[src/core/sr4_pkg.sv]
//
// Purpose: shared constants and types of the four-stage shift register
// Assumes: one 100 MHz clock, all inputs from logic on that clock
// Notes:   stage one is bit 0, stage four is bit 3
//
package sr4_pkg;

    // ----------------------------------------------------------------
    // sizes and reset values
    // ----------------------------------------------------------------
    localparam int          SR4_STAGES    = 4;
    localparam int          SR4_BUF_DEPTH = 2;
    localparam logic [3:0]  SR4_STAGE_RST = 4'h0;
    localparam logic [1:0]  SR4_CNT_RST   = 2'h0;
    localparam logic [1:0]  SR4_CNT_FULL  = 2'h2;

    // ----------------------------------------------------------------
    // types
    // ----------------------------------------------------------------
    typedef enum logic {
        SR4_MODE_SERIAL   = 1'b0,
        SR4_MODE_PARALLEL = 1'b1
    } sr4_mode_t;

    typedef struct packed {
        logic       set_in;
        logic       clear_n;
        logic [3:0] par;
    } sr4_ctrl_t;

    typedef struct packed {
        logic       pol;
        logic [3:0] bits;
    } sr4_word_t;

    localparam int SR4_WORD_W = $bits(sr4_word_t);

endpackage

[src/core/sr4_buf.sv]
//
// Purpose: two-entry buffer with valid and ready on both sides
// Assumes: same clock as the register
// Notes:   in_ready falls only when both entries hold words
//
`timescale 1ns/1ps
`default_nettype none
module sr4_buf
    import sr4_pkg::*;
(
    input  wire logic                  clk,
    input  wire logic                  rst,
    input  wire logic                  in_valid,
    output logic                       in_ready,
    input  wire logic [SR4_WORD_W-1:0] in_data,
    output logic                       out_valid,
    input  wire logic                  out_ready,
    output logic [SR4_WORD_W-1:0]      out_data
);

    // ----------------------------------------------------------------
    // storage
    // ----------------------------------------------------------------
    logic [SR4_WORD_W-1:0] mem_r [SR4_BUF_DEPTH];
    logic [SR4_WORD_W-1:0] mem_nxt [SR4_BUF_DEPTH];
    logic                  wr_ptr_r;
    logic                  wr_ptr_nxt;
    logic                  rd_ptr_r;
    logic                  rd_ptr_nxt;
    logic [1:0]            cnt_r;
    logic [1:0]            cnt_nxt;
    logic                  push;
    logic                  pop;
    logic                  in_ready_r;
    logic                  in_ready_nxt;
    logic                  out_valid_r;
    logic                  out_valid_nxt;
    logic [SR4_WORD_W-1:0] out_data_r;
    logic [SR4_WORD_W-1:0] out_data_nxt;

    // flags and head word are registered so the ports come straight from flops
    assign in_ready  = in_ready_r;
    assign out_valid = out_valid_r;
    assign out_data  = out_data_r;
    assign push      = in_valid && in_ready_r;
    assign pop       = out_valid_r && out_ready;

    always_comb begin
        mem_nxt    = mem_r;
        wr_ptr_nxt = wr_ptr_r;
        rd_ptr_nxt = rd_ptr_r;
        cnt_nxt    = cnt_r;
        if (push) begin
            mem_nxt[wr_ptr_r] = in_data;
            wr_ptr_nxt        = ~wr_ptr_r;
        end
        if (pop) begin
            rd_ptr_nxt = ~rd_ptr_r;
        end
        if (push && !pop) begin
            cnt_nxt = cnt_r + 2'h1;
        end else if (pop && !push) begin
            cnt_nxt = cnt_r - 2'h1;
        end
        in_ready_nxt  = (cnt_nxt != SR4_CNT_FULL);
        out_valid_nxt = (cnt_nxt != SR4_CNT_RST);
        out_data_nxt  = mem_nxt[rd_ptr_nxt];
    end

    always_ff @(posedge clk or posedge rst) begin
        if (rst) begin
            mem_r[0] <= '0;
            mem_r[1] <= '0;
            wr_ptr_r <= 1'b0;
            rd_ptr_r <= 1'b0;
            cnt_r       <= SR4_CNT_RST;
            in_ready_r  <= 1'b1;
            out_valid_r <= 1'b0;
            out_data_r  <= '0;
        end else begin
            mem_r       <= mem_nxt;
            wr_ptr_r    <= wr_ptr_nxt;
            rd_ptr_r    <= rd_ptr_nxt;
            cnt_r       <= cnt_nxt;
            in_ready_r  <= in_ready_nxt;
            out_valid_r <= out_valid_nxt;
            out_data_r  <= out_data_nxt;
        end
    end
endmodule
`default_nettype wire

[src/core/sr4_core.sv]
//
// Purpose: four-stage shift register with parallel load and set/clear front end
// Assumes: inputs come from logic on REF_CLK, so none is synchronised
// Notes:   a step happens on an edge where STEP_VALID and STEP_READY are high;
//          each step also pushes the new contents into a two-entry buffer
`timescale 1ns/1ps
`default_nettype none
module sr4_core
    import sr4_pkg::*;
(
    input  wire logic       REF_CLK,
    input  wire logic       RST,
    input  wire logic       STEP_VALID,
    output logic            STEP_READY,
    input  wire logic       LOAD_SEL,
    input  wire logic       SET_IN,
    input  wire logic       CLEAR_N,
    input  wire logic [3:0] PAR_IN,
    input  wire logic       POL_SEL,
    output logic [3:0]      Q_OUT,
    output logic            WORD_VALID,
    input  wire logic       WORD_READY,
    output logic [3:0]      WORD_BITS,
    output logic            WORD_POL
);

    // ----------------------------------------------------------------
    // stage storage
    // ----------------------------------------------------------------
    sr4_ctrl_t   ctrl;
    sr4_mode_t   mode;
    logic [3:0]  stage_r;
    logic [3:0]  stage_nxt;
    logic [3:0]  shift_nxt;
    logic        step;
    logic        buf_ready;
    sr4_word_t   push_word;
    sr4_word_t   pop_word;

    assign ctrl  = '{set_in: SET_IN, clear_n: CLEAR_N, par: PAR_IN};
    assign mode  = sr4_mode_t'(LOAD_SEL);
    assign step  = STEP_VALID && buf_ready;

    // first stage behaves as a JK flip-flop with K taken active low
    assign shift_nxt[0] = (ctrl.set_in & ~stage_r[0])
                        | (ctrl.clear_n & stage_r[0]);

    genvar gi;
    generate
        for (gi = 1; gi < SR4_STAGES; gi++) begin : g_chain
            assign shift_nxt[gi] = stage_r[gi-1];
        end
    endgenerate

    always_comb begin
        stage_nxt = stage_r;
        if (step) begin
            case (mode)
                SR4_MODE_PARALLEL: begin
                    stage_nxt = ctrl.par;
                end
                SR4_MODE_SERIAL: begin
                    stage_nxt = shift_nxt;
                end
                default: begin
                    stage_nxt = stage_r;
                end
            endcase
        end
    end

    always_ff @(posedge REF_CLK or posedge RST) begin
        if (RST) begin
            stage_r <= SR4_STAGE_RST;
        end else begin
            stage_r <= stage_nxt;
        end
    end

    // ----------------------------------------------------------------
    // outputs
    // ----------------------------------------------------------------
    // polarity is a pure gate on the stored bits, so no edge is waited for
    assign Q_OUT = POL_SEL ? stage_r : ~stage_r;

    // ----------------------------------------------------------------
    // word buffer
    // ----------------------------------------------------------------
    assign push_word = '{pol: POL_SEL, bits: stage_nxt};

    sr4_buf u_buf (
        .clk       (REF_CLK),
        .rst       (RST),
        .in_valid  (STEP_VALID),
        .in_ready  (buf_ready),
        .in_data   (push_word),
        .out_valid (WORD_VALID),
        .out_ready (WORD_READY),
        .out_data  (pop_word)
    );

    assign STEP_READY = buf_ready;
    assign WORD_BITS  = pop_word.bits;
    assign WORD_POL   = pop_word.pol;
endmodule
`default_nettype wire

[config.mk]
export PLATFORM = sky130hd
export DESIGN_NAME = sr4_core
export DESIGN_NICKNAME = d
export VERILOG_FILES = /design/src/core/sr4_pkg.sv /design/src/core/sr4_buf.sv /design/src/core/sr4_core.sv
export SDC_FILE = /design/constraint.sdc
export NUM_CORES = 1
export LEC_CHECK = 0
export ABC_AREA = 1
export BUFFER_PORTS_ARGS = -buffer_cell sky130_fd_sc_hd__buf_4
export CAP_MARGIN = 0
export CORE_MARGIN = 4
export CORE_UTILIZATION = 50
export DETAILED_ROUTE_END_ITERATION = 8
export PLACE_DENSITY = 0.79
export SYNTH_ARGS = -nofsm -noshare
export SYNTH_HDL_FRONTEND = slang
export SYNTH_SLANG_ARGS = --single-unit
[constraint.sdc]
create_clock -name REF_CLK -period 1.8 [get_ports REF_CLK]
set_input_delay 0.36 -clock REF_CLK [delete_from_list [all_inputs] [get_ports REF_CLK]]
set_output_delay 0.36 -clock REF_CLK [all_outputs]
set_load 0.02 [all_outputs]
# Word-level counts from Yosys, hierarchy flattened
# Index checks and enable logic that the tools add are counted.
# Widths: inputs -> output; s select.
# word_totals
inputBits	12
wordCells	46
out_inout_bits	11
register_bits	25
# classes
bitwise_logic	10
magnitude_cmp	3
eq_ne	1
reduce_logical	8
mux	13
n_addsub	2
# ops
cell	n
$mux 5	4
$bwmux 10	1
$mux 10	1
$mux 4	2
$pmux 4 s2	1
$demux 5 s1	1
$logic_and 1x1->1	5
$ge 2x2->1 const B	2
$mux 2	2
$not 1->1	4
$not 1->2	2
$not 4->4	1
$add 2x1->2 const B	1
$and 1x1->1	2
$logic_not 1->1	2
$lt 2x1->1 const B	1
$ne 2x2->1 const B	1
$reduce_bool 2->1	1
$sub 2x1->2 const B	1
$mux 1	1
$or 1x1->1	1

# Logic depth before layout (Yosys ltp)
# Gate-level depths: netlist of the first run.
# depth
ltp_word	10
ltp_mapped	8
depth_no_buf	8

# Modules after synthesis
# A second synthesis of the first run with hierarchy kept.
# unflattened
cells_unflattened	148
hier_area_um2	1228.7
# modules_own_cells
mod	cells_per_inst	area_each_um2	instances
sr4_buf	115	985.9	1
sr4_core	33	242.7	1

# Worst setup path before layout of the first run
# Ideal clock, no wire load.
# synth_timing
path_kind	in2out
start	input POL_SEL
end	output Q_OUT[0]
cell_stages	2
required_time_ps	1440
setup_slack_ps	548
t_arrival_ps	892
path_cell_list	buf_2 > xnor2_1
# synth_between
elab_chain_cells	1
# synth_lines
element	line	rtl
start, declared	sr4_core.sv:19	input wire logic POL_SEL,
$mux 4	sr4_core.sv:84	assign Q_OUT = POL_SEL ? stage_r : ~stage_r;
end, declared	sr4_core.sv:20	output logic [3:0] Q_OUT,
# Every way passes these cells.

# Final worst setup path of the first run
# layout_timing
start	register stage_r[0]
end	output Q_OUT[0]
# layout_between
elab_chain_cells	2
# layout_lines
element	line	rtl
start, declared	sr4_core.sv:32	logic [3:0] stage_r;
start signal, assigned	sr4_core.sv:76	stage_r <= stage_nxt;
$not 4->4	sr4_core.sv:84	
$mux 4 *	sr4_core.sv:84	
# Mark *: on every way between the ends. The rest lies on a longest branch, timed or not.

==> results.txt, run 1 <==
CTS Buf Count -> 3
unrepaired setup endpoints after global routing -> no
final hold vios -> 0
Clk pwr share -> 10.3%
CP required -> 1.44 ns
number of global-route vias before repair -> 938
I/O pin count -> 23
antenna violations before repair -> 0
max-cap check violation count -> 0
core area -> 2210 um^2
Place WS -> 0.501 ns
CP max stage delay -> 0.43 ns
status -> complete, no violations
fmax -> 694 MHz
Rel. slew slack -> 79.3%
Slew Viols, Final -> 0
final instance area -> 1390 um^2
Worst setup SP type -> flop
vias per inst -> 4.80
Worst-Margin Slew -> 0.311 ns
multiplexer area fraction after synthesis -> 0%
Int Pwr -> 0.00136 W
Residual DRC -> 0
worst hold path type -> in2async
# resized after CTS -> 0
H-tree depth -> 1
setup TNS -> 0 ns
nets@finish -> 171
Die Ht -> 56.1 um
first-pass GRT wire length -> 3.97 mm
Initial Utilization -> 52.4%
Avg Inst Size Synth -> 8.78 um^2
most common cell after layout, fill and taps aside -> nand2_1
clock skew -> 0.00816 ns
ANT nets after route -> 0
Seq/Total Area, Yosys -> 54.1%
Synth Area in XOR/XNOR -> 4.43%
Compound-Gate Fraction of Synth Area -> 5.18%
fin crit share -> 80.1%
Total GRT Usage -> 15.6%
cells after synthesis -> 132
worst reg2reg endpoint -> u_buf.out_data[3]
layout cells sized above 1 -> 28.5%
CP top delay family -> flip-flops
Reg clk slew, reported paths -> 0.13 ns
full die area -> 3150 um^2
CP Cell Sequence -> xnor2_1 > buf_4
crit path from -> stage_r[0]
Buffers on Ports -> 22
Rows -> 17
Worst-Skew Late Latency -> 0.31 ns
PnR worst setup slack -> 0.358 ns
Max rail drop VDD -> 1.05 mV
final setup fails -> 0
CTS Hold Bufs -> 0
Non-Filler Instances -> 186
total wire length -> 2.17 mm
Comb power frac -> 48.4%
Multi-input gate area -> 457 um^2
largest net degree at the start of global routing -> 26
Overall Power -> 0.00231 W
Storage cell area -> 627 um^2
ANT cells -> 0
Sw Ratio -> 41.3%
CTS tree -> built
drt first pass iters -> 5
initial drt markers -> 13
GRT Residual Overflow -> 0
largest family of logic cells by synthesized area -> simple AND/OR/NAND/NOR gates
Post-Synth Simple-Gate Area -> 29.8%
Placed Instances -> 182
Crit Path Class -> reg2out
yosys synthesis warning count -> 0
postcts setup bufs -> 0
post-detail-place hpwl -> 1.67 mm
placer congestion estimate -> 0.770
Longest Clk Path Bufs -> 2
Fillers -> 214
Static Leak -> 0.726 nW
post-DR wirelength/cell -> 11.7 um
clock root buffer -> clkbuf_4
area post-placement -> 1360 um^2
flop and latch count out of synthesis -> 25
Synth Area in Adders -> 0%
NetSw -> 0.000956 W
worst r2r src -> u_buf.in_ready
R2R depth -> 7
most frequent cells in the layout -> 42 x nand2_1, 24 x dfrtp_1, 23 x buf_4
Die W -> 56.1 um
clk sink count -> 25
Worst R2R Setup Slack -> 0.50 ns
synthesized area -> 1160 um^2
Critical Path End Type -> output port
CP bufs+invs -> 1
crit path DAT -> 1.08 ns
Crit-path slowest cell -> dfrtp_1
CP Max Fanout -> 4
Area Growth Syn to Fin -> 19.9%
routed vias -> 892
pwr dens -> 1670 nW/um^2
Flop pwr share -> 41.3%
Final Critical Period -> 1.44 ns
Post-Syn Nets -> 144
Cell variety after synth -> 20
Levels on crit path -> 2
==> cells in the mapped netlist, drive strengths merged <==
cell type   n  area [um^2]
nand3      10         50.1
dfstp       1         26.3
nand2      51          219
xor2        1         16.3
buf         1         5.00
nor2        3         26.3
a31oi       1         6.26
or2         4         25.0
inv        18         70.1
o21ai      10         53.8
dfrtp      24          601
xnor2       4         35.0
and2        4         25.0
==> metal layers <==
metal | GRT usage (%) | wire, um
met5 | 0 | 0
met4 | 6.10 | 14
met3 | 3.02 | 120
met2 | 26.4 | 1110
met1 | 19.6 | 928
==> sequential cells by signal, indices dropped and copies added, names as in the netlist <==
| register | count |
|---|---|
| u_buf.mem_r | 10 |
| u_buf.in_ready | 1 |
| u_buf.out_valid | 1 |
| u_buf.wr_ptr_r | 1 |
| u_buf.cnt_r | 2 |
| stage_r | 4 |
| u_buf.out_data | 5 |
| u_buf.rd_ptr_r | 1 |
==> through the flow <==
stage               utilization, %  hold WS [ns]
floorplan                        -         0.387
global placement              61.5         0.430
detailed placement            61.5         0.436
CTS                           62.8        0.0795
global route                  62.8        0.0898
finish                        62.8        0.0785
==> cell families after synthesis <==
family          Yosys count
compound gates           11
xor+xnor                  5
buf+inv                  19
flops                    25
simple gates             72
==> area by class of cell <==
class                   instances  area share [%]
repair buffers                 23            12.4
multi-input cells              88            32.9
flip-flops and latches         25            45.1
clock inverters                 1           0.360
well taps                      28            2.52
inverters                      18            5.05
clock buffers                   3            1.62
==> worst register-to-register path: cells and delay by family (launching register included) <==
| kind | cells | cell delay [ns] |
|---|---|---|
| buffers and inverters | 1 | 0.07 |
| DFF | 1 | 0.57 |
| and+or+nand+nor | 6 | 0.57 |
==> how the worst max path moves through the flow <==
stage | slack, ns | end
2_1_floorplan | 0.55 | Q_OUT[0]
3_3_place_gp | 0.53 | u_buf.out_data[3]
3_5_place_dp | 0.50 | u_buf.out_data[3]
4_1_cts | 0.33 | Q_OUT[0]
5_1_grt | 0.30 | Q_OUT[0]
6_report | 0.36 | Q_OUT[0]
==> power by group through the flow <==
stage,combinational (W),clock (W),sequential [W]
CTS,0.00114,0.000254,0.000958
finish,0.00112,0.000239,0.000956
floorplan,0.000707,0,0.00103
global route,0.00127,0.000277,0.000987
detailed placement,0.00113,0,0.000969
global placement,0.00110,0,0.000959
Power figures use the tool's default switching activity.
==> run 2: changes to the inputs <==
- ABC_AREA: 1 -> 0
- clock period: 1.8 -> 1.4 ns (I/O delays scaled with it)
==> results.txt, run 2 <==
Die W -> 57.2 um
flop and latch count out of synthesis -> 25
Area Growth Syn to Fin -> 39.6%
full die area -> 3280 um^2
Largest Register -> u_buf.mem_r
Rows -> 17
Post-Synth Simple-Gate Area -> 14.1%
Final Critical Period -> 1.45 ns
Residual DRC -> 0
violated checks -> setup timing
Hold Path Origin -> POL_SEL
initial drt markers -> 16
clock skew -> 0.00485 ns
Synth Area in XOR/XNOR -> 5.06%
Total GRT Usage -> 20.7%
met2 Track Usage GR -> 36.5%
PnR worst setup slack -> -0.0534 ns
Post-Syn Nets -> 123
Longest Clk Path Bufs -> 2
most numerous cell in the Yosys netlist -> dfrtp_1
post-DR wirelength/cell -> 18.3 um
Initial Utilization -> 53.8%
unrepaired setup endpoints after global routing -> yes
nets@finish -> 165
GR Util met1 -> 25.6%
yosys synthesis warning count -> 0
pwr dens -> 2260 nW/um^2
CP required -> 1.12 ns
final hold vios -> 0
setup TNS -> -0.221 ns
Place WS -> -0.0125 ns
multiplexer area fraction after synthesis -> 10.3%
GRT busiest layer -> met2
met3 Use GR -> 3.39%
Synth top area share -> 49.5%
cell taking the most area after synthesis -> dfrtp_1
Max rail drop VDD -> 1.56 mV
Worst R2R Setup Slack -> -0.05 ns
top_reg_cell synth -> dfrtp_1
status -> complete, but fails checks
Die Ht -> 57.2 um
Largest register FFs -> 10
total wire length -> 3.29 mm
post-detail-place hpwl -> 2.10 mm
most frequent cells in the layout -> 34 x buf_4, 23 x dfrtp_1, 11 x nand2_1
ANT nets after route -> 0
worst r2r src -> u_buf.in_ready
H-tree depth -> 1
largest net degree at the start of global routing -> 18
number of enable flip-flop cells after synthesis -> 0
routed vias -> 1051
fin crit share -> 104%
max-cap check violation count -> 0
Crit-path slowest cell -> dfrtp_1
Rel. slew slack -> 68.6%
worst hold path type -> in2reg
asr flop ratio synth -> 100%
layout cells sized above 1 -> 45.4%
largest family of logic cells by synthesized area -> compound AO/OA/AOI/OAI gates
Slew Viols, Final -> 0
Worst-Margin Slew -> 0.458 ns
CTS tree -> built
fmax -> 688 MHz
placer congestion estimate -> 0.828
commonest cells in the netlist -> 24 x dfrtp_1, 14 x nand2_1, 8 x mux2i_1
Buffers on Ports -> 22
Cell variety after synth -> 36
synthesized area -> 1210 um^2
clk sink count -> 25
Static Leak -> 0.766 nW
Fin Hold WS -> 0.307 ns
Worst-Skew Late Latency -> 0.33 ns
crit path DAT -> 1.17 ns
crit path from -> stage_r[0]
antenna violations before repair -> 0
CP Cell Sequence -> buf_6 > xnor2_2 > buf_4
ANT cells -> 0
cells after synthesis -> 111
Compound-Gate Fraction of Synth Area -> 16.2%
CP Max Fanout -> 2
final setup fails -> 6
Fillers -> 159
number of global-route vias before repair -> 1083
drt first pass iters -> 4
Avg Inst Size Synth -> 10.9 um^2
Crit Path Class -> reg2out
Worst setup SP type -> flop
core area -> 2250 um^2
Synth Area in Adders -> 0%
Critical Path End Type -> output port
clock root buffer -> clkbuf_4
Reg clk slew, reported paths -> 0.15 ns
GRT Residual Overflow -> 0
CTS Buf Count -> 3
I/O pin count -> 23
most common cell after layout, fill and taps aside -> buf_4
CP max stage delay -> 0.43 ns
Seq/Total Area, Yosys -> 51.7%
first-pass GRT wire length -> 5.26 mm
dominant cells by area after synthesis -> dfrtp_1 50%, mux2i_1 6.6%, nand2_1 4.3%, xnor2_1 4.3%, mux2_2 3.7%
vias per inst -> 5.84
## run 2: changes by cell type in the layout (fill, tap and decap cells not counted), sizes merged, moves of 4 or more
cell,delta
buf,+16
nor3,+4
inv,-14
nand2,-37
nand3,-8
mux2,+4
mux2i,+8
or2,-4
## run 2: through the flow
stage	instance area (um^2)	power (W)	utilization, %	cells
after global routing	1690	0.00410	75.1	180
after CTS	1580	0.00352	70.0	176
after global placement	1500	0.00302	66.3	168
after floorplan	1220	0.00245	-	111
final	1690	0.00383	75.1	180
after detailed placement	1500	0.00310	66.3	168
## run 2: path summary, 6_finish.rpt
| kind | end | cells past startpoint |
|---|---|---|
| max in group asynchronous | u_buf.out_data[3] | 4 |
| worst min register to register | u_buf.mem_r[1] | 1 |
| worst max register to register | u_buf.out_data[3] | 4 |
| min in group asynchronous | u_buf.rd_ptr_r | 3 |
| worst min-delay path | u_buf.mem_r[9] | 2 |
| worst max-delay path | Q_OUT[0] | 3 |
## run 2: final cells by class
type / count / area, um^2 / area share [%]
flip-flops and latches: 25 / 628 / 37.1
inverters: 4 / 20.0 / 1.18
repair buffers: 40 / 330 / 19.5
clock inverters: 1 / 7.51 / 0.443
well taps: 28 / 35.0 / 2.07
clock buffers: 3 / 22.5 / 1.33
multi-input cells: 79 / 649 / 38.4
## run 2: what timing repair did
item | in CTS | in global routing
setup buffers | 3 | 4
pin swaps | 3 | 6
endpoints found under the setup margin | 4 | 14
endpoints found under the hold margin | 7 | 0
hold buffers | 1 | 0
resized for setup | 5 | 18
## run 2: critical path, delay by kind of cell (launching register included)
kind,cells,cell delay [ns]
flops,1,0.43
xor+xnor,1,0.12
buf+inv,2,0.29
## run 2: routing by layer
layer / share of wire, % / wire length (um) / vias to the layer above
li1: - / - / 485
met2: 53 / 1750 / 32
met4: 1.6 / 52 / 0
met5: 0 / 0 / -
met1: 41 / 1340 / 526
met3: 4.5 / 147 / 8
## run 2: logic make-up after synthesis
logic type | count (synthesis)
simple gates | 31
compound gates | 29
xor+xnor | 7
mux | 12
flops | 25
buf+inv | 7
## run 2: report_power, final
| group | internal [W] | total [W] | switching (W) |
|---|---|---|---|
| Clock | 0.000110 | 0.000351 | 0.000242 |
| Combinational | 0.00106 | 0.00211 | 0.00106 |
| Sequential | 0.00108 | 0.00137 | 0.000287 |
==> run 3: changes to the inputs <==
- CTS_BUF_LIST: unset -> sky130_fd_sc_hd__clkbuf_16
==> results.txt, run 3 (same netlist as run 2, synthesis figures left out) <==
setup TNS -> -0.0194 ns
Worst-Margin Slew -> 0.382 ns
area post-placement -> 1500 um^2
Overall Power -> 0.00410 W
Largest register FFs -> 10
worst reg2reg endpoint -> u_buf.out_data[4]
Fin Hold WS -> 0.00303 ns
clock skew -> 0.00571 ns
Largest Register -> u_buf.mem_r
Flop pwr share -> 33.7%
Buffers on Ports -> 22
Die Ht -> 57.2 um
violated checks -> setup timing
Static Leak -> 0.779 nW
vias per inst -> 6.01
ANT cells -> 0
clk sink count -> 25
Area Growth Syn to Fin -> 40.8%
Rows -> 17
most frequent cells in the layout -> 34 x buf_4, 23 x dfrtp_1, 11 x nand2_1
crit path DAT -> 1.55 ns
Worst-Skew Late Latency -> 0.26 ns
final setup fails -> 2
Worst setup SP type -> flop
most common cell after layout, fill and taps aside -> buf_4
fmax -> 706 MHz
number of global-route vias before repair -> 1066
Worst R2R Setup Slack -> -0.02 ns
CP Max Fanout -> 6
I/O pin count -> 23
post-detail-place hpwl -> 2.10 mm
max-cap check violation count -> 0
full die area -> 3280 um^2
CTS Hold Bufs -> 0
status -> complete, but fails checks
R2R depth -> 4
fin crit share -> 101%
largest net degree at the start of global routing -> 18
Total GRT Usage -> 21.5%
ANT nets after route -> 0
Sw Ratio -> 39.1%
Reg clk slew, reported paths -> 0.07 ns
nets@finish -> 163
worst r2r src -> u_buf.out_valid
CTS Buf Count -> 3
crit path from -> u_buf.out_valid
routed vias -> 1070
post-layout util -> 75.7%
Longest Clk Path Bufs -> 2
Crit Path Class -> reg2reg
antenna violations before repair -> 0
initial drt markers -> 26
Critical Path End Type -> flop
worst hold path type -> in2async
PnR worst setup slack -> -0.0159 ns
layout cells sized above 1 -> 44.0%
final instance area -> 1710 um^2
Residual DRC -> 0
GRT Residual Overflow -> 0
Comb power frac -> 50.4%
Slew Viols, Final -> 0
Final Critical Period -> 1.42 ns
CP required -> 1.54 ns
final hold vios -> 0
Die W -> 57.2 um
unrepaired setup endpoints after global routing -> yes
Rel. slew slack -> 73.8%
NetSw -> 0.00161 W
total wire length -> 3.52 mm
pwr dens -> 2400 nW/um^2
CTS tree -> built
Initial Utilization -> 53.8%
H-tree depth -> 1
first-pass GRT wire length -> 5.38 mm
Max rail drop VDD -> 1.55 mV
placer congestion estimate -> 0.828
Int Pwr -> 0.00250 W
drt first pass iters -> 4
clock root buffer -> clkbuf_16
Clk pwr share -> 15.9%
post-DR wirelength/cell -> 19.8 um
core area -> 2250 um^2
==> run 3: per-layer routing <==
layer / global-route usage, % / wire length [um] / up-vias
met5: 0 / 0 / -
met4: 8.28 / 102 / 0
met3: 4.07 / 161 / 11
met2: 35.9 / 1900 / 34
met1: 27.5 / 1350 / 545
li1: - / - / 480
==> run 3: worst max-delay path: stages (launching register included) <==
cell and delay (ns):
dfrtp_2 0.45, and3b_4 0.23, or4_1 0.41, o21ai_1 0.10
o22ai_1 0.10
==> run 3: power by group through the flow <==
stage | clock network (W) | logic (W) | registers, W
2_1_floorplan | 0 | 0.00104 | 0.00141
3_3_place_gp | 0 | 0.00169 | 0.00133
3_5_place_dp | 0 | 0.00175 | 0.00135
4_1_cts | 0.000663 | 0.00180 | 0.00135
5_1_grt | 0.000699 | 0.00223 | 0.00142
6_report | 0.000654 | 0.00207 | 0.00138
==> run 3: through the flow <==
| stage | worst slack [ns] | instances |
|---|---|---|
| 6_report | -0.0159 | 178 |
| 5_1_grt | -0.0814 | 178 |
| 4_1_cts | 0.00488 | 172 |
| 3_5_place_dp | -0.0125 | 168 |
| 3_3_place_gp | 0.0239 | 168 |
| 2_1_floorplan | -0.00330 | 111 |
==> run 3: layout make-up <==
cell class	count	area (um^2)
Clock buffer	3	75.1
Clock inverter	1	7.51
Fill cell	157	548
Inverter	4	20.0
Multi-Input combinational cell	79	632
Sequential cell	25	628
Tap cell	28	35.0
Timing Repair Buffer	38	309
==> run 3: how the worst max path moves through the flow <==
stage / endpoint / slack (ns) / cells after the start
finish: u_buf.out_data[4] / -0.02 / 4
CTS: u_buf.out_data[1] / 0.005 / 4
detailed placement: u_buf.out_data[1] / -0.01 / 4
floorplan: u_buf.out_data[1] / -0.003 / 4
global placement: u_buf.out_data[1] / 0.02 / 4
global route: u_buf.out_data[0] / -0.08 / 4
==> run 3: repair_timing <==
| action | CTS | global route |
|---|---|---|
| pin swaps | 1 | 4 |
| resized for setup | 4 | 15 |
| buffers inserted | 0 | 6 |
| endpoints found under the setup margin | 4 | 12 |
